<file path="src/pkg/decim_ctrl_pkg.sv">
// Purpose: shared constants of the decimator sequence control block
// Assumes: 100 MHz system clock, AXI4-Lite register access
// Notes: register map, field positions, reset values and cycle counts
// Summary of operation
// - Oversampling clock is master clock divided by four, or eight when half-rate low.
// - Modulator delivers a complementary bitstream pair, one bit per oversampling period.
// - An alignment pulse goes to the modulator before any conversion starts.
// - Alignment pulse resets the master-clock divider to a defined phase.
// - Output is 24-bit two's complement: +ref 4FFFFF, zero 000000, -ref B00000.
// - Five percent overrange converts up to 53FFFF and AC0000; beyond may flag error.
// - Reset pin is seen on the following clock edge and holds all logic initialised; here the pin passes two sync flops first.
// - Operation resumes after reset release, idle until an alignment strobe event.
// - Reset zeroes memory, data, offset, flags and loads configuration from pins.
// - Power-on enters reset regardless of pin; first edge with pin low leaves it; here only once the sync stages have filled.
// - Power-down entered on the first clock edge after the request goes high; here the request passes two sync flops first.
// - In power-down modulator clock and alignment are low; bitstream and flag ignored.
// - Modulator powers itself down when its master clock stops.
// - Register access keeps working in power-down; data, offset, config are kept.
// - Power-down left on the first edge after request low, then idle until strobe; here the request passes two sync flops first.
// - Only a rising strobe edge followed by a clock edge makes an event; here a soft strobe write to the control register also makes one.
// - Strobe event aligns output and starts convolutions; first one raises data ready.
// - After the first event data ready comes once per decimation period.
// - In-step strobe events do nothing; out-of-step ones realign and discard data.
package decim_ctrl_pkg;
	localparam int CLOCK_FREQ_HZ = 100000000;
	localparam int MCLK_FREQ_HZ = 1024000;
	localparam int MCLK_HALF_CYCLES = CLOCK_FREQ_HZ / (2 * MCLK_FREQ_HZ);
	localparam int ALIGN_PULSE_CYCLES = 2 * MCLK_HALF_CYCLES;
	localparam int PIN_COUNT = 13;
	// Register byte offsets
	localparam logic [7:0] CONFIG_OFFSET = 8'h00;
	localparam logic [7:0] STATUS_OFFSET = 8'h04;
	localparam logic [7:0] DATA_OFFSET = 8'h08;
	localparam logic [7:0] OFFSET_REG_OFFSET = 8'h0C;
	localparam logic [7:0] CONTROL_OFFSET = 8'h10;
	// Configuration fields
	localparam int CFG_POWER_DOWN = 7;
	localparam int CFG_CALIBRATE = 6;
	localparam int CFG_USE_OFFSET = 5;
	localparam int CFG_CHANNEL = 4;
	localparam int CFG_DECIM_MSB = 2;
	// Status fields
	localparam int ST_DATA_READY = 0;
	localparam int ST_RUNNING = 1;
	localparam int ST_POWERED_DOWN = 2;
	localparam int ST_OVERRANGE = 3;
	localparam int ST_MOD_FLAG = 4;
	localparam int ST_PAIR_FAULT = 5;
	localparam int ST_CALIBRATED = 6;
	localparam int CTL_SOFT_STROBE = 0;
	// Output coding
	localparam logic [23:0] CODE_ZERO = 24'h000000;
	localparam logic [23:0] CODE_POS_FULL = 24'h4FFFFF;
	localparam logic [23:0] CODE_NEG_FULL = 24'hB00000;
	localparam logic [23:0] CODE_POS_OVER = 24'h53FFFF;
	localparam logic [23:0] CODE_NEG_OVER = 24'hAC0000;
	localparam logic signed [31:0] SCALE_FACTOR = 32'sh00000015;
	localparam int DECIM_LOG_BASE = 6;
	localparam logic [2:0] DECIM_CODE_MAX = 3'h6;
	localparam logic [1:0] RESP_OKAY = 2'h0;
	localparam logic [1:0] RESP_SLVERR = 2'h2;
	typedef enum logic [1:0] {st_reset, st_idle, st_run, st_power_down} seq_state_type;
endpackage

</file>
<file path="src/verilog/decimator_sequence_control.sv">
// Purpose: filter-side sequencing: modulator clock, alignment, decimation, reset and power-down
// Assumes: pins are asynchronous; registers reached over AXI4-Lite
// Notes: pin inputs pass two flops, adding two cycles to every pin reaction
//
// Design decisions made here: the AXI4-Lite interface to the registers and the register addresses.
`timescale 1ns/1ps
module decimator_sequence_control
	import decim_ctrl_pkg::*;
(
	// System
	input wire logic clock,
	input wire logic resetn,
	// Host control pins
	input wire logic reset_pin,
	input wire logic power_down_request,
	input wire logic alignment_strobe,
	input wire logic decim_rate_bit2,
	input wire logic decim_rate_bit1,
	input wire logic decim_rate_bit0,
	input wire logic offset_calibrate_request,
	input wire logic apply_offset_correction,
	input wire logic channel_select,
	input wire logic half_rate_select,
	// Modulator link
	input wire logic modulator_bitstream,
	input wire logic modulator_bitstream_n,
	input wire logic modulator_overrange_flag,
	output logic modulator_clock,
	output logic modulator_align_pulse,
	// Conversion output
	output logic data_ready_flag,
	output logic [23:0] data_word,
	// AXI4-Lite write
	input wire logic [7:0] s_axi_awaddr,
	input wire logic s_axi_awvalid,
	output logic s_axi_awready,
	input wire logic [31:0] s_axi_wdata,
	input wire logic [3:0] s_axi_wstrb,
	input wire logic s_axi_wvalid,
	output logic s_axi_wready,
	output logic [1:0] s_axi_bresp,
	output logic s_axi_bvalid,
	input wire logic s_axi_bready,
	// AXI4-Lite read
	input wire logic [7:0] s_axi_araddr,
	input wire logic s_axi_arvalid,
	output logic s_axi_arready,
	output logic [31:0] s_axi_rdata,
	output logic [1:0] s_axi_rresp,
	output logic s_axi_rvalid,
	input wire logic s_axi_rready
);
	function automatic logic [12:0] decim_period(input logic [2:0] code);
		logic [2:0] c;
		c = (code > DECIM_CODE_MAX) ? DECIM_CODE_MAX : code;
		decim_period = 13'(32'd1 << (DECIM_LOG_BASE + int'(c)));
	endfunction

	function automatic logic [23:0] scale_code(input logic signed [13:0] sum, input logic [2:0] code);
		logic [2:0] c;
		logic signed [31:0] wide;
		c = (code > DECIM_CODE_MAX) ? DECIM_CODE_MAX : code;
		wide = (32'(sum) * SCALE_FACTOR) <<< (5'd12 - 5'(c));
		if (wide > 32'(signed'({8'h00, CODE_POS_OVER})))
			scale_code = CODE_POS_OVER;
		else if (wide < 32'(signed'(CODE_NEG_OVER)))
			scale_code = CODE_NEG_OVER;
		else
			scale_code = wide[23:0];
	endfunction

	logic [PIN_COUNT-1:0] pins_sync;
	logic reset_s, pd_s, strobe_s, cal_s, use_off_s, chan_s, hbr_s, bit_s, bit_n_s, mflag_s;
	logic [2:0] decim_s;
	logic strobe_prev, por_active, in_reset, pd_effective;
	logic [1:0] por_fill;
	logic sync_event, soft_strobe, tick, mclk_rise, window_end, in_step;
	seq_state_type state;
	logic [7:0] config_reg;
	logic [23:0] offset_reg;
	logic [6:0] status_flags;
	logic [$clog2(MCLK_HALF_CYCLES+1)-1:0] mclk_count;
	logic [$clog2(ALIGN_PULSE_CYCLES+1)-1:0] align_count;
	logic [12:0] tick_count;
	logic signed [13:0] sum, next_sum;
	logic [23:0] next_code;
	logic aw_held, w_held, do_write, rd_take;
	logic [7:0] aw_addr;
	logic [31:0] w_data;
	logic [3:0] w_strb;

	pin_synchronizer #(.WIDTH(PIN_COUNT)) pin_sync_inst (
		.clock(clock),
		.resetn(resetn),
		.pin_async({reset_pin, power_down_request, alignment_strobe, decim_rate_bit2, decim_rate_bit1,
			decim_rate_bit0, offset_calibrate_request, apply_offset_correction, channel_select,
			half_rate_select, modulator_bitstream, modulator_bitstream_n, modulator_overrange_flag}),
		.pin_sync(pins_sync)
	);
	assign {reset_s, pd_s, strobe_s, decim_s, cal_s, use_off_s, chan_s, hbr_s, bit_s, bit_n_s, mflag_s} = pins_sync;

	oversample_divider divider_inst (
		.clock(clock),
		.resetn(resetn),
		.mclk_rise(mclk_rise),
		.align(modulator_align_pulse),
		.half_rate_select(hbr_s),
		.tick(tick)
	);

	// Sync stages hold zeros for two edges after power-on
	// Leaving reset before they fill would load config from zeros, not from the pins
	always_ff @(posedge clock or negedge resetn) begin
		if (!resetn)
			por_fill <= 2'h0;
		else
			por_fill <= {por_fill[0], 1'b1};
	end

	// Power-on reset: a constant at async reset, released by the first edge after the sync stages fill with the synced pin low
	always_ff @(posedge clock or negedge resetn) begin
		if (!resetn)
			por_active <= 1'b1;
		else if (por_fill[1] && !reset_s)
			por_active <= 1'b0;
	end
	assign in_reset = por_active | reset_s;
	assign pd_effective = pd_s | config_reg[CFG_POWER_DOWN];

	always_ff @(posedge clock or negedge resetn) begin
		if (!resetn)
			strobe_prev <= 1'b0;
		else
			strobe_prev <= strobe_s;
	end
	// A held strobe gives one event only
	assign sync_event = (strobe_s & ~strobe_prev) | soft_strobe;

	always_ff @(posedge clock or negedge resetn) begin
		if (!resetn)
			state <= st_reset;
		else if (in_reset)
			state <= st_reset;
		else begin
			unique case (state)
				st_reset: begin
					state <= st_idle;
				end
				st_idle: begin
					if (pd_effective)
						state <= st_power_down;
					else if (sync_event)
						state <= st_run;
				end
				st_run: begin
					if (pd_effective)
						state <= st_power_down;
				end
				st_power_down: begin
					if (!pd_effective)
						state <= st_idle;
				end
			endcase
		end
	end

	// Master clock to the modulator; stops low outside running states
	always_ff @(posedge clock or negedge resetn) begin
		if (!resetn) begin
			mclk_count <= '0;
			modulator_clock <= 1'b0;
		end else if (state == st_reset || state == st_power_down) begin
			mclk_count <= '0;
			modulator_clock <= 1'b0;
		end else if (mclk_count == $bits(mclk_count)'(MCLK_HALF_CYCLES - 1)) begin
			mclk_count <= '0;
			modulator_clock <= ~modulator_clock;
		end else
			mclk_count <= mclk_count + 1'b1;
	end
	assign mclk_rise = (mclk_count == $bits(mclk_count)'(MCLK_HALF_CYCLES - 1)) && !modulator_clock &&
		(state == st_idle || state == st_run);

	// Event is in step when it lands on a decimation boundary of a running conversion
	assign in_step = (state == st_run) && (tick_count == 13'h0000) && !modulator_align_pulse;
	always_ff @(posedge clock or negedge resetn) begin
		if (!resetn) begin
			align_count <= '0;
			modulator_align_pulse <= 1'b0;
		end else if (state == st_reset || state == st_power_down || pd_effective) begin
			align_count <= '0;
			modulator_align_pulse <= 1'b0;
		end else if (sync_event && (state == st_idle || !in_step)) begin
			align_count <= $bits(align_count)'(ALIGN_PULSE_CYCLES - 1);
			modulator_align_pulse <= 1'b1;
		end else if (align_count != '0)
			align_count <= align_count - 1'b1;
		else
			modulator_align_pulse <= 1'b0;
	end

	// Accumulation of the bitstream over one decimation window
	assign window_end = tick && (tick_count == decim_period(config_reg[CFG_DECIM_MSB:0]) - 13'h0001);
	assign next_sum = sum + ((bit_s & ~bit_n_s) ? 14'sh0001 : -14'sh0001);
	assign next_code = scale_code(next_sum, config_reg[CFG_DECIM_MSB:0]);
	always_ff @(posedge clock or negedge resetn) begin
		if (!resetn) begin
			tick_count <= 13'h0000;
			sum <= 14'sh0000;
		end else if (state != st_run || modulator_align_pulse || (sync_event && !in_step)) begin
			tick_count <= 13'h0000;
			sum <= 14'sh0000;
		end else if (window_end) begin
			tick_count <= 13'h0000;
			sum <= 14'sh0000;
		end else if (tick && !pd_effective) begin
			tick_count <= tick_count + 13'h0001;
			sum <= next_sum;
		end
	end

	// Output word, offset calibration and data ready
	always_ff @(posedge clock or negedge resetn) begin
		if (!resetn) begin
			data_word <= CODE_ZERO;
			offset_reg <= CODE_ZERO;
			data_ready_flag <= 1'b0;
		end else if (state == st_reset) begin
			data_word <= CODE_ZERO;
			offset_reg <= CODE_ZERO;
			data_ready_flag <= 1'b0;
		end else if (state == st_idle && sync_event && !pd_effective) begin
			data_ready_flag <= 1'b1;
		end else if (state != st_run) begin
			data_ready_flag <= 1'b0;
		end else if (window_end) begin
			if (config_reg[CFG_CALIBRATE])
				offset_reg <= next_code;
			data_word <= (config_reg[CFG_USE_OFFSET] && !config_reg[CFG_CALIBRATE]) ?
				next_code - offset_reg : next_code;
			data_ready_flag <= 1'b1;
		end else if (rd_take && s_axi_araddr == DATA_OFFSET)
			data_ready_flag <= 1'b0;
	end

	// Configuration: loaded from pins in reset, then software-writable, kept in power-down
	always_ff @(posedge clock or negedge resetn) begin
		if (!resetn)
			config_reg <= 8'h00;
		else if (state == st_reset)
			config_reg <= {pd_s, cal_s, use_off_s, chan_s, 1'b0, decim_s};
		else if (do_write && aw_addr == CONFIG_OFFSET && w_strb[0])
			config_reg <= {w_data[7:4], 1'b0, w_data[2:0]};
		else if (state == st_run && window_end && config_reg[CFG_CALIBRATE])
			config_reg[CFG_CALIBRATE] <= 1'b0;
	end
	assign soft_strobe = do_write && aw_addr == CONTROL_OFFSET && w_strb[0] && w_data[CTL_SOFT_STROBE];

	// Sticky flags: a set in the clearing cycle wins
	always_ff @(posedge clock or negedge resetn) begin
		if (!resetn)
			status_flags <= 7'h00;
		else if (state == st_reset)
			status_flags <= 7'h00;
		else begin
			if (rd_take && s_axi_araddr == STATUS_OFFSET)
				status_flags <= 7'h00;
			if (state == st_run && window_end && (next_code == CODE_POS_OVER || next_code == CODE_NEG_OVER))
				status_flags[ST_OVERRANGE] <= 1'b1;
			if (state != st_power_down && mflag_s)
				status_flags[ST_MOD_FLAG] <= 1'b1;
			if (state == st_run && tick && (bit_s == bit_n_s))
				status_flags[ST_PAIR_FAULT] <= 1'b1;
			if (state == st_run && window_end && config_reg[CFG_CALIBRATE])
				status_flags[ST_CALIBRATED] <= 1'b1;
		end
	end

	// AXI4-Lite write channel: address and data taken in either order
	assign do_write = aw_held && w_held && !s_axi_bvalid;
	always_ff @(posedge clock or negedge resetn) begin
		if (!resetn) begin
			aw_held <= 1'b0;
			w_held <= 1'b0;
			aw_addr <= 8'h00;
			w_data <= 32'h00000000;
			w_strb <= 4'h0;
			s_axi_awready <= 1'b1;
			s_axi_wready <= 1'b1;
			s_axi_bvalid <= 1'b0;
			s_axi_bresp <= RESP_OKAY;
		end else begin
			if (s_axi_awvalid && s_axi_awready) begin
				aw_held <= 1'b1;
				aw_addr <= s_axi_awaddr;
				s_axi_awready <= 1'b0;
			end
			if (s_axi_wvalid && s_axi_wready) begin
				w_held <= 1'b1;
				w_data <= s_axi_wdata;
				w_strb <= s_axi_wstrb;
				s_axi_wready <= 1'b0;
			end
			if (do_write) begin
				aw_held <= 1'b0;
				w_held <= 1'b0;
				s_axi_bvalid <= 1'b1;
				s_axi_bresp <= (aw_addr == CONFIG_OFFSET || aw_addr == CONTROL_OFFSET) ? RESP_OKAY : RESP_SLVERR;
			end
			if (s_axi_bvalid && s_axi_bready) begin
				s_axi_bvalid <= 1'b0;
				s_axi_awready <= 1'b1;
				s_axi_wready <= 1'b1;
			end
		end
	end

	// AXI4-Lite read channel; data reads clear data ready and status reads clear the sticky flags
	assign rd_take = s_axi_arvalid && s_axi_arready;
	always_ff @(posedge clock or negedge resetn) begin
		if (!resetn) begin
			s_axi_arready <= 1'b1;
			s_axi_rvalid <= 1'b0;
			s_axi_rdata <= 32'h00000000;
			s_axi_rresp <= RESP_OKAY;
		end else if (rd_take) begin
			s_axi_arready <= 1'b0;
			s_axi_rvalid <= 1'b1;
			s_axi_rresp <= RESP_OKAY;
			unique case (s_axi_araddr)
				CONFIG_OFFSET: s_axi_rdata <= {24'h000000, config_reg};
				STATUS_OFFSET: s_axi_rdata <= {25'h0000000, status_flags[6:3], state == st_power_down,
					state == st_run, data_ready_flag};
				DATA_OFFSET: s_axi_rdata <= {8'h00, data_word};
				OFFSET_REG_OFFSET: s_axi_rdata <= {8'h00, offset_reg};
				CONTROL_OFFSET: s_axi_rdata <= 32'h00000000;
				default: begin
					s_axi_rdata <= 32'h00000000;
					s_axi_rresp <= RESP_SLVERR;
				end
			endcase
		end else if (s_axi_rvalid && s_axi_rready) begin
			s_axi_rvalid <= 1'b0;
			s_axi_arready <= 1'b1;
		end
	end
endmodule

</file>
<file path="src/verilog/pin_synchronizer.sv">
// Purpose: two-flop synchroniser for asynchronous pin inputs
// Assumes: each bit is an independent level
// Notes: first stage is read only by the second stage
`timescale 1ns/1ps
module pin_synchronizer #(
	parameter int WIDTH = 1
) (
	// System
	input wire logic clock,
	input wire logic resetn,
	// Pins
	input wire logic [WIDTH-1:0] pin_async,
	output logic [WIDTH-1:0] pin_sync
);
	logic [WIDTH-1:0] stage_one;

	always_ff @(posedge clock or negedge resetn) begin
		if (!resetn) begin
			stage_one <= '0;
			pin_sync <= '0;
		end else begin
			stage_one <= pin_async;
			pin_sync <= stage_one;
		end
	end
endmodule

</file>
<file path="src/verilog/oversample_divider.sv">
// Purpose: modulator oversampling clock divider with phase reset
// Assumes: master clock rises are given as one-cycle pulses
// Notes: tick marks the bitstream sampling point
`timescale 1ns/1ps
module oversample_divider (
	// System
	input wire logic clock,
	input wire logic resetn,
	// Master clock and control
	input wire logic mclk_rise,
	input wire logic align,
	input wire logic half_rate_select,
	// Sampling point
	output logic tick
);
	logic [2:0] phase;
	logic [2:0] last_phase;

	assign last_phase = half_rate_select ? 3'h3 : 3'h7;

	always_ff @(posedge clock or negedge resetn) begin
		if (!resetn) begin
			phase <= 3'h0;
			tick <= 1'b0;
		end else if (align) begin
			phase <= 3'h0;
			tick <= 1'b0;
		end else if (mclk_rise) begin
			tick <= (phase == last_phase);
			phase <= (phase == last_phase) ? 3'h0 : phase + 3'h1;
		end else begin
			// No master clock edges means no ticks: the modulator sleeps
			tick <= 1'b0;
		end
	end
endmodule

</file>
<file path="config.mk">
export PLATFORM = sky130hd
export DESIGN_NAME = decimator_sequence_control
export DESIGN_NICKNAME = d
export VERILOG_FILES = /design/src/pkg/decim_ctrl_pkg.sv /design/src/verilog/decimator_sequence_control.sv /design/src/verilog/pin_synchronizer.sv /design/src/verilog/oversample_divider.sv
export SDC_FILE = /design/constraint.sdc
export NUM_CORES = 1
export LEC_CHECK = 0
export BUFFER_PORTS_ARGS = -buffer_cell sky130_fd_sc_hd__buf_4
export CAP_MARGIN = 20
export CORE_AREA = 2 2 131 184
export CTS_BUF_LIST = sky130_fd_sc_hd__clkbuf_16
export DETAILED_ROUTE_END_ITERATION = 8
export DIE_AREA = 0 0 133 186
export MAX_ROUTING_LAYER = met4
export PLACE_DENSITY = 0.85
export SETUP_SLACK_MARGIN = 0.15
export SYNTH_ARGS = -nofsm -noshare
export SYNTH_HDL_FRONTEND = slang
export SYNTH_HIERARCHICAL = 1
export SYNTH_SLANG_ARGS = --single-unit
</file>
<file path="constraint.sdc">
create_clock -name clock -period 31.3 [get_ports clock]
set_input_delay 6.26 -clock clock [delete_from_list [all_inputs] [get_ports clock]]
set_output_delay 6.26 -clock clock [all_outputs]
set_load 0.05 [all_outputs]
</file>
==> impl_results.md, run 1 <==
- Synth Area in Adders: 10.5%
- Crit start category: register
- Crit-path max cell delay: 620 ps
- Vias in the first global route: 11900
- Combinational family with the most area after synthesis: compound AO/OA/AOI/OAI gates
- Mapped cell area: 0.0136 sq mm
- Status: completed
- TritonCTS clock tree: yes
- Gr usage total: 29.5%
- Clock Pin Slew Worst Setup and Hold Paths: 70 ps
- Antenna-violating nets left: 0
- Endpoints failing setup: 0
- Core area: 0.0230 sq mm
- Fmax achieved: 0.0835 GHz
- Fin util: 66.1%
- CP max-delay cell: o31ai_4
- Gr ovfl total: 0
- Die X: 133 microns
- Crit path arrival time: 12330 ps
- Setup crit end kind: register
- Port Buffers: 101
- Nets: 1806
- Initial antenna violation count: 0
- Pwr Density: 125 mW/mm^2
- Post-CTS setup buffers: 0
- Final Max Slew Viols: 0
- Synth top area cells: dfrtp_1, ha_1, nand2_1
- Share of cells above drive strength 1: 14.0%
- HP Class: reg2reg
- RePlAce Congestion: 0.946
- Avg Vias per Cell: 6.19
- Syn Inst Count: 1558
- Setup TNS: 0 ps
- Root buffer selected by CTS: clkbuf_16
- P&R area growth vs syn: 11.6%
- Via Count: 12100
- Hold path cells: 0
- Max clock buf depth: 2
- Most used cell, CP: a21oi_1
- Register bit total from synthesis: 187
- Post-synth EDFFs: 0
- Die area: 0.0247 sq mm
- Largest net degree at the start of global routing: 76
- Placed Cells: 1912
- Sequential fraction of the synthesis area: 34.3%
- Multiplexer area fraction after synthesis: 5.86%
- Multi-input gate area: 0.00824 sq mm
- Fin crit share: 38.3%
- Slew HR: 38.7%
- Final Non-Filler Cells: 1947
- WL/cell: 18.2 microns
- Num CTS Buffers: 17
- First-pass GRT wire length: 57400 microns
- Top FF cell, synth: dfrtp_1
- Req. time, crit path: 31650 ps
- Post-Synth XOR/XNOR Area: 5.39%
- Hpwl dp: 25500 microns
- Clock sinks: 187
- Register area: 0.00468 sq mm
- # hold bufs at CTS: 0
- Yosys top cell by area: dfrtp_1
- Drt first pass iters: 6
- Async SR Flop Fraction: 100%
- Post-CTS sizing: 0
- LEAKAGE: 6.87 nW
- H-tree Lvls: 4
- Final wirelength: 35400 microns
- Final-layout fill cell count: 1785
- Row count: 66
- Die Y-Extent: 186 microns
- Ant. Diodes: 0
- Synthesized-area fraction occupied by and/or/nand/nor cells: 18.2%
- FF-to-FF path depth: 48
- Synth cell types: 91
- CP Class: reg2reg
- Initial Utilization: 59.2%
- Worst slew pin tran: 916 ps
- RSZ-0062 raised after global routing: false
- Total of max-cap violations: 0
- Initial DRC Count: 937
- Synth Area per Inst: 8.76 sq um
- Peak supply drop: 0.0000765 V
- Synth top area share: 33.6%
- R2r setup slk: 19320 ps
- Post-layout min period: 11980 ps
- Drt drc: 0
- Io pins: 140
- Final Hold Viols: 0
- Synth warnings: 6
- Worst skew pair latency: 450 ps
- Crit path max fanout: 19
- Worst clock skew: 12.9 ps
- Post-synthesis compound-gate area fraction: 20.1%
## kinds of logic after synthesis
logic type / count (synthesis)
adder cells (fa/ha/maj): 106
AO/OA/AOI/OAI: 410
XOR/XNOR: 84
AND/OR/NAND/NOR: 518
buffers and inverters: 184
multiplexers: 67
other: 2
flip-flops: 187
## through the flow
step	hold WS, ps	instance area (sq um)	setup slack [ps]	total power [W]
global placement	333	14600	19730	0.00161
global route	352	15200	18630	0.00205
CTS	352	15200	19410	0.00188
floorplan	331	13700	21440	0.00136
detailed placement	335	14600	19490	0.00164
finish	351	15200	19320	0.00191
## power by group
part / internal, W / switching, W / leakage (nW)
Combinational: 0.000535 / 0.000850 / 4.11
Clock: 0.000114 / 0.000108 / 0.296
Sequential: 0.000270 / 0.0000288 / 2.47
Total: 0.000919 / 0.000987 / 6.87
## area by class of cell
| cell class | instances | area share [%] |
|---|---|---|
| well taps | 306 | 2.51 |
| clock buffers | 17 | 2.79 |
| multi-input cells | 1196 | 54.1 |
| flip-flops and latches | 187 | 30.8 |
| clock inverters | 15 | 1.12 |
| inverters | 106 | 2.61 |
| repair buffers | 120 | 6.09 |
## per-layer routing
metal | part of all wire [%] | wire length (microns) | vias up | GRT usage, %
met3 | 5.1 | 1810 | 121 | 3.79
met5 | 0 | 0 | - | -
met4 | 4.4 | 1550 | 0 | 15.0
li1 | - | - | 5661 | -
met1 | 38 | 13500 | 5822 | 32.8
met2 | 52 | 18500 | 456 | 52.2
## synth_stat cells (6+ instances only)
cell type and count:
o21a_1 17, a211oi_1 25, o21ai_1 9, nor3b_1 7, a21o_1 15, or3_1 8
clkbuf_1 48, mux4_2 8, nor2_1 123, buf_4 13, fa_1 14, a211o_1 6
and2_1 9, o22ai_1 10, o21ai_0 104, nor4_1 14, o21bai_1 12, inv_1 106
ha_1 92, a22o_1 14, nor3_1 27, xnor2_1 54, xor2_1 30, nor2b_1 12
o31a_1 6, nand4_1 14, nor4b_1 7, nand2_1 194, and3_1 13, a31oi_1 13
a21oi_1 89, dfrtp_1 183, nand2b_1 12, or2_2 16, buf_2 11, nand3b_1 9
mux2i_1 36, nand3_1 38, o211ai_1 14, mux2_2 23, o31ai_1 8
## cells in the final DEF (no fill, tap or decap), types with 14 or more instances in the layout
cell       instances
clkbuf_16         17
a211oi_1          25
a21o_1            15
o21a_1            17
ha_1              92
fa_1              14
o21ai_0          104
nor3_1            27
dfrtp_1          183
nand4_1           14
inv_1            106
a22o_1            14
or2_2             16
buf_4            116
nand3_1           38
a21oi_1           88
nor2_1           123
xnor2_1           54
nand2_1          194
xor2_1            29
mux2i_1           36
o211ai_1          14
mux2_2            23
nor4_1            14
## worst paths after layout
check,startpoint,to
min in group asynchronous,resetn,s_axi_rdata[20]
min,pin_sync_inst/stage_one[1],pin_sync_inst/pin_sync[1]
max,pin_sync_inst/pin_sync[1],data_word[23]
max in group asynchronous,resetn,pin_sync_inst/pin_sync[0]
max reg2reg,pin_sync_inst/pin_sync[1],data_word[23]
min reg2reg,pin_sync_inst/stage_one[1],pin_sync_inst/pin_sync[1]
## worst max-delay path: cells and delay by family, from the launching register on
| kind | cells | cell delay (ps) |
|---|---|---|
| flip-flops | 1 | 360 |
| adder cells (fa/ha/maj) | 7 | 2640 |
| buffers and inverters | 4 | 460 |
| XOR/XNOR | 3 | 560 |
| AO/OA/AOI/OAI | 25 | 5920 |
| AND/OR/NAND/NOR | 8 | 1750 |
| multiplexers | 1 | 170 |
Power figures use the tool's default switching activity.
==> inputs of run 2 (changes only) <==
ABC_AREA = 1   (was not set)
CORE_AREA = 2 2 134 189   (was 2 2 131 184)
DIE_AREA = 0 0 136 191   (was 0 0 133 186)
PLACE_DENSITY = 0.81   (was 0.85)
clock period = 10.8 ns   (was 31.3 ns; I/O delays follow)
==> impl_results.md, run 2 <==
- Die X: 136 microns (was 133 microns)
- Largest net degree at the start of global routing: 123 (was 76)
- Fin util: 59.9% (was 66.1%)
- Met2 usage: 47.0% (was 52.2%)
- Top-count cell post-synth: nand2_1 (unchanged)
- RSZ-0062 raised after global routing: false (unchanged)
- Final Max Slew Viols: 0 (unchanged)
- Root buffer selected by CTS: clkbuf_16 (unchanged)
- Port Buffers: 101 (unchanged)
- Synth Area per Inst: 7.42 sq um (was 8.76 sq um)
- Most used cell, CP: nand2_1 (was a21oi_1)
- Fmax achieved: 0.102 GHz (was 0.0835 GHz)
- Via Count: 11800 (was 12100)
- Initial Utilization: 53.2% (was 59.2%)
- Worst clock skew: 15.2 ps (was 12.9 ps)
- Mapped cell area: 0.0130 sq mm (was 0.0136 sq mm)
- Worst slew pin tran: 1070 ps (was 916 ps)
- RePlAce Congestion: 0.923 (was 0.946)
- Drt drc: 0 (unchanged)
- Gr usage total: 25.8% (was 29.5%)
- Synth top cells by count: nand2_1, inv_1, dfrtp_1 (was nand2_1, dfrtp_1, nor2_1)
- Num CTS Buffers: 17 (unchanged)
- P&R area growth vs syn: 12.6% (was 11.6%)
- GRT met1 Usage: 27.6% (was 32.8%)
- Die Y-Extent: 191 microns (was 186 microns)
- Total of max-cap violations: 0 (unchanged)
- Commonest non-fill, non-tap cells in the layout: nand2_1, inv_1, dfrtp_1 (was nand2_1, dfrtp_1, nor2_1)
- Global routing's busiest layer: met2 (unchanged)
- Synth top area share: 35.3% (was 33.6%)
- Final wirelength: 31800 microns (was 35400 microns)
- Final-layout fill cell count: 2154 (was 1785)
- TritonCTS clock tree: yes (unchanged)
- Setup crit end kind: register (unchanged)
- Vias in the first global route: 11600 (was 11900)
- Initial DRC Count: 806 (was 937)
- Crit-path max cell delay: 520 ps (was 620 ps)
- Slew HR: 28.6% (was 38.7%)
- Setup TNS: 0 ps (unchanged)
- # hold bufs at CTS: 0 (unchanged)
- Synth top area cells: dfrtp_1, nand2_1, ha_1 (was dfrtp_1, ha_1, nand2_1)
- Syn Inst Count: 1746 (was 1558)
- H-tree Lvls: 4 (unchanged)
- Post-CTS sizing: 0 (unchanged)
- Clock Pin Slew Worst Setup and Hold Paths: 70 ps (about the same)
- Endpoints failing setup: 0 (unchanged)
- Ant. Diodes: 0 (unchanged)
- Top FF cell, synth: dfrtp_1 (unchanged)
- Fin crit share: 90.5% (was 38.3%)
- LEAKAGE: 7.51 nW (was 6.87 nW)
- Core area: 0.0243 sq mm (was 0.0230 sq mm)
- Synth warnings: 6 (unchanged)
- Crit path arrival time: 10060 ps (was 12330 ps)
- Worst skew pair latency: 450 ps (about the same)
- Io pins: 140 (unchanged)
- Status: completed (unchanged)
- WL/cell: 14.7 microns (was 18.2 microns)
- Row count: 68 (was 66)
- Share of cells above drive strength 1: 11.9% (was 14.0%)
- Die area: 0.0260 sq mm (was 0.0247 sq mm)
- CP Class: reg2reg (unchanged)
- Crit start category: register (unchanged)
- Antenna-violating nets left: 0 (unchanged)
- First-pass GRT wire length: 52800 microns (was 57400 microns)
- Hpwl dp: 23600 microns (was 25500 microns)
- Synth cell types: 62 (was 91)
- Post-layout min period: 9770 ps (was 11980 ps)
- CP max-delay cell: fa_1 (was o31ai_4)
- Initial antenna violation count: 0 (unchanged)
- R2r setup slk: 1030 ps (was 19320 ps)
- Post-CTS setup buffers: 0 (unchanged)
- Drt first pass iters: 6 (unchanged)
- Yosys top cell by area: dfrtp_1 (unchanged)
- Most common cell after layout, fill and taps aside: nand2_1 (unchanged)
- Nets: 2009 (was 1806)
- Post-synth EDFFs: 0 (unchanged)
- Peak supply drop: 0.000232 V (was 0.0000765 V)
- Sequential fraction of the synthesis area: 36.2% (was 34.3%)
- Clock sinks: 187 (unchanged)
- Gr ovfl total: 0 (unchanged)
- Async SR Flop Fraction: 100% (unchanged)
- Req. time, crit path: 11090 ps (was 31650 ps)
- Register bit total from synthesis: 187 (unchanged)
- Crit path max fanout: 17 (was 19)
- Final Hold Viols: 0 (unchanged)
- M3 GR Usage: 3.55% (was 3.79%)
- HP Class: reg2reg (unchanged)
- Pwr Density: 342 mW/mm^2 (was 125 mW/mm^2)
- Max clock buf depth: 2 (unchanged)
- Avg Vias per Cell: 5.49 (was 6.19)
## run 2: cell count changes after synthesis, sizes merged, moves of 28 or more
cell,previous run,this run
nand2,194,511
inv,106,260
nand3,38,120
xnor2,54,13
o22ai,10,48
mux2i,36,1
nor2,123,92
a211oi,29,1
## run 2: where the power goes
part,internal (W),switching (W)
logic,0.00117,0.00233
registers,0.000784,0.0000589
clock network,0.000349,0.000303
total,0.00230,0.00269
## run 2: worst max-delay path, delay by kind of cell (launching register included)
kind	cells	cell delay, ps
XOR/XNOR	2	380
AO/OA/AOI/OAI	15	2560
buffers and inverters	9	720
flip-flops	1	360
AND/OR/NAND/NOR	29	2820
adder cells (fa/ha/maj)	8	2760
## run 2: worst paths after layout
| kind | startpoint | end | depth (start not counted) |
|---|---|---|---|
| setup / recovery | pin_sync_inst/pin_sync[1] | data_word[22] | 63 |
| hold / removal | pin_sync_inst/stage_one[10] | pin_sync_inst/pin_sync[10] | 0 |
| setup reg to reg | pin_sync_inst/pin_sync[1] | data_word[22] | 63 |
| hold reg to reg | pin_sync_inst/stage_one[10] | pin_sync_inst/pin_sync[10] | 0 |
| max in group asynchronous | resetn | data_ready_flag | 2 |
| min in group asynchronous | resetn | data_word[19] | 1 |
## run 2: final cells by class
| class | count | area (sq um) | share of cell area [%] |
|---|---|---|---|
| Clock inverter | 15 | 183 | 1.25 |
| Multi-Input combinational cell | 1251 | 7060 | 48.4 |
| Inverter | 262 | 986 | 6.76 |
| Clock buffer | 17 | 425 | 2.92 |
| Timing Repair Buffer | 112 | 855 | 5.86 |
| Tap cell | 315 | 394 | 2.70 |
| Sequential cell | 187 | 4680 | 32.1 |
## run 2: per-stage QoR
step	hold WS, ps	power (W)	setup WS (ps)	instance area (sq um)	instances
finish	349	0.00499	1030	14600	2159
floorplan	331	0.00358	2260	13000	1755
CTS	350	0.00495	657	14600	2158
detailed placement	335	0.00427	697	13900	2126
global route	353	0.00549	143	14600	2159
global placement	333	0.00419	866	13900	2126
## run 2: routing by layer
| metal | vias up | wire length [microns] |
|---|---|---|
| met5 | - | 0 |
| met4 | 0 | 1050 |
| met3 | 77 | 1310 |
| met2 | 344 | 17000 |
| met1 | 5589 | 12400 |
| li1 | 5839 | - |
## run 2: cell families after synthesis
family / share of synthesized area [%]
mux: 0.0773
compound gates: 14.1
simple gates: 25.8
xor+xnor: 2.95
flops: 36.2
buf+inv: 9.79
fa+ha+maj: 11.0
other cells: 0.0580
==> inputs of run 3 (changes only) <==
ABC_AREA = not set   (was 1)
CORE_AREA = 2 2 137 192   (was 2 2 134 189)
DIE_AREA = 0 0 139 194   (was 0 0 136 191)
PLACE_DENSITY = 0.82   (was 0.81)
==> impl_results.md, run 3 (synthesized netlist as in run 1, its figures left out) <==
- Status: completed (unchanged)
- Final hold slack: 349 ps (about the same)
- Setup TNS: 0 ps (unchanged)
- Met2 usage: 50.3% (was 47.0%)
- HP Class: reg2reg (unchanged)
- Slew HR: 36.0% (was 28.6%)
- Post-layout min period: 10110 ps (was 9770 ps)
- CP max-delay cell: or4_4 (was fa_1)
- FF-to-FF path depth: 47 (was 63)
- Die X: 139 microns (was 136 microns)
- Num CTS Buffers: 17 (unchanged)
- CP Class: reg2reg (unchanged)
- Global routing's busiest layer: met2 (unchanged)
- Drt first pass iters: 6 (unchanged)
- GRT met1 Usage: 30.3% (was 27.6%)
- Placed Cells: 2010 (was 2126)
- Gr ovfl total: 0 (unchanged)
- Ant. Diodes: 0 (unchanged)
- Io pins: 140 (unchanged)
- Drt drc: 0 (unchanged)
- Hold EP: pin_sync_inst/pin_sync[3] (was pin_sync_inst/pin_sync[10])
- Final wirelength: 36400 microns (was 31800 microns)
- TritonCTS clock tree: yes (unchanged)
- Vias in the first global route: 12400 (was 11600)
- Initial DRC Count: 842 (was 806)
- P&R area growth vs syn: 17.5% (was 12.6%)
- Most common cell after layout, fill and taps aside: buf_4 (was nand2_1)
- R2r setup slk: 690 ps (was 1030 ps)
- Row count: 69 (was 68)
- Post-route cell area: 0.0160 sq mm (was 0.0146 sq mm)
- LEAKAGE: 7.29 nW (was 7.51 nW)
- RSZ-0062 raised after global routing: false (unchanged)
- Nets: 1894 (was 2009)
- Final Max Slew Viols: 0 (unchanged)
- Hold path cells: 0 (unchanged)
- Worst clock skew: 13.6 ps (was 15.2 ps)
- Gr usage total: 27.6% (was 25.8%)
- Port Buffers: 101 (unchanged)
- Initial antenna violation count: 0 (unchanged)
- Core area: 0.0252 sq mm (was 0.0243 sq mm)
- First-pass GRT wire length: 59800 microns (was 52800 microns)
- Multi-input gate area: 0.00838 sq mm (was 0.00706 sq mm)
- Reg2Reg Capture Point: data_word[23] (was data_word[22])
- Endpoints failing setup: 0 (unchanged)
- Clock sinks: 187 (unchanged)
- Pwr Density: 385 mW/mm^2 (was 342 mW/mm^2)
- Crit path max fanout: 6 (was 17)
- Worst skew pair latency: 450 ps (about the same)
- Largest net degree at the start of global routing: 120 (was 123)
- Die Y-Extent: 194 microns (was 191 microns)
- Die area: 0.0270 sq mm (was 0.0260 sq mm)
- Avg Vias per Cell: 6.00 (was 5.49)
- Setup crit end kind: register (unchanged)
- Crit path arrival time: 10460 ps (was 10060 ps)
- Via Count: 12300 (was 11800)
- WL/cell: 17.8 microns (was 14.7 microns)
- Crit-path max cell delay: 550 ps (was 520 ps)
- Final Non-Filler Cells: 2048 (was 2159)
- Most used cell, CP: inv_1 (was nand2_1)
- Peak supply drop: 0.000253 V (was 0.000232 V)
- H-tree Lvls: 4 (unchanged)
- Share of cells above drive strength 1: 19.9% (was 11.9%)
- M3 GR Usage: 2.89% (was 3.55%)
- Req. time, crit path: 11150 ps (was 11090 ps)
- Hpwl dp: 26900 microns (was 23600 microns)
- Max clock buf depth: 2 (unchanged)
- Pwr Total: 0.00618 W (was 0.00499 W)
- Initial Utilization: 54.1% (was 53.2%)
- # hold bufs at CTS: 0 (unchanged)
- Worst r2r src: pin_sync_inst/pin_sync[1] (unchanged)
- Total of max-cap violations: 0 (unchanged)
- Worst slew pin tran: 960 ps (was 1070 ps)
- Area after DPL: 0.0152 sq mm (was 0.0139 sq mm)
- Antenna-violating nets left: 0 (unchanged)
- Crit start category: register (unchanged)
- Clock Pin Slew Worst Setup and Hold Paths: 70 ps (about the same)
- Worst Min Path Start: pin_sync_inst/stage_one[3] (was pin_sync_inst/stage_one[10])
- RePlAce Congestion: 0.907 (was 0.923)
- Fin crit share: 93.6% (was 90.5%)
- Register area: 0.00468 sq mm (unchanged)
- Final Hold Viols: 0 (unchanged)
- Fmax achieved: 0.0989 GHz (was 0.102 GHz)
- Final-layout fill cell count: 2027 (was 2154)
- Commonest non-fill, non-tap cells in the layout: buf_4, nand2_1, dfrtp_1 (was nand2_1, inv_1, dfrtp_1)
- Root buffer selected by CTS: clkbuf_16 (unchanged)
run 3: cell count changes in the layout (fill, tap and decap cells not counted), sizes merged, moves of 19 or more:
cell / before / now
mux2i: 1 / 36
nor3: 11 / 30
xnor2: 13 / 54
nand3: 120 / 38
o22ai: 48 / 10
nor2: 92 / 123
a211oi: 1 / 29
nand2: 511 / 194
buf: 111 / 207
inv: 264 / 111
mux2: 0 / 23
run 3: per-layer routing:
layer  vias up  part of all wire (%)
met4         0                   3.5
met5         -                     0
met2       370                    54
met1      5999                    39
met3       100                   3.5
li1       5828                     -
run 3: repair_timing:
action                     4_1_cts  5_1_grt
buffers inserted                 0        4
gates resized for setup          0       33
setup endpoints to repair        0       10
run 3: how the worst max path moves through the flow:
stage	start	endpoint	slack, ps	cells after the start
final	pin_sync_inst/pin_sync[1]	data_word[23]	690	47
after floorplan	pin_sync_inst/pin_sync[1]	data_word[23]	940	48
after detailed placement	pin_sync_inst/pin_sync[1]	data_word[20]	250	48
after global placement	pin_sync_inst/pin_sync[1]	data_word[23]	510	47
after global routing	pin_sync_inst/pin_sync[1]	data_word[23]	100	52
after CTS	pin_sync_inst/pin_sync[1]	data_word[20]	200	48
run 3: critical path, delay by kind of cell (launching register included):
family	cells	cell delay, ps
XOR/XNOR	3	490
flip-flops	1	370
buffers and inverters	7	640
AND/OR/NAND/NOR	8	2020
AO/OA/AOI/OAI	22	4120
adder cells (fa/ha/maj)	7	2350
run 3: stage by stage:
step / util (%) / setup slack (ps)
3_5_place_dp: 60.5 / 252
6_report: 63.6 / 692
5_1_grt: 63.6 / 103
2_1_floorplan: - / 943
4_1_cts: 62.8 / 197
3_3_place_gp: 60.5 / 505
run 3: power by group:
part           leakage (nW)  internal, W  switching (W)  total (W)
combinational          4.54      0.00204        0.00264    0.00468
sequential             2.47     0.000782      0.0000820   0.000864
clock                 0.284     0.000326       0.000307   0.000634
run 3: area by class of cell:
type	instances	area share (%)
well taps	319	2.49
flip-flops and latches	187	29.2
clock inverters	15	1.01
repair buffers	208	9.87
clock buffers	17	2.65
inverters	106	2.50
multi-input cells	1196	52.3
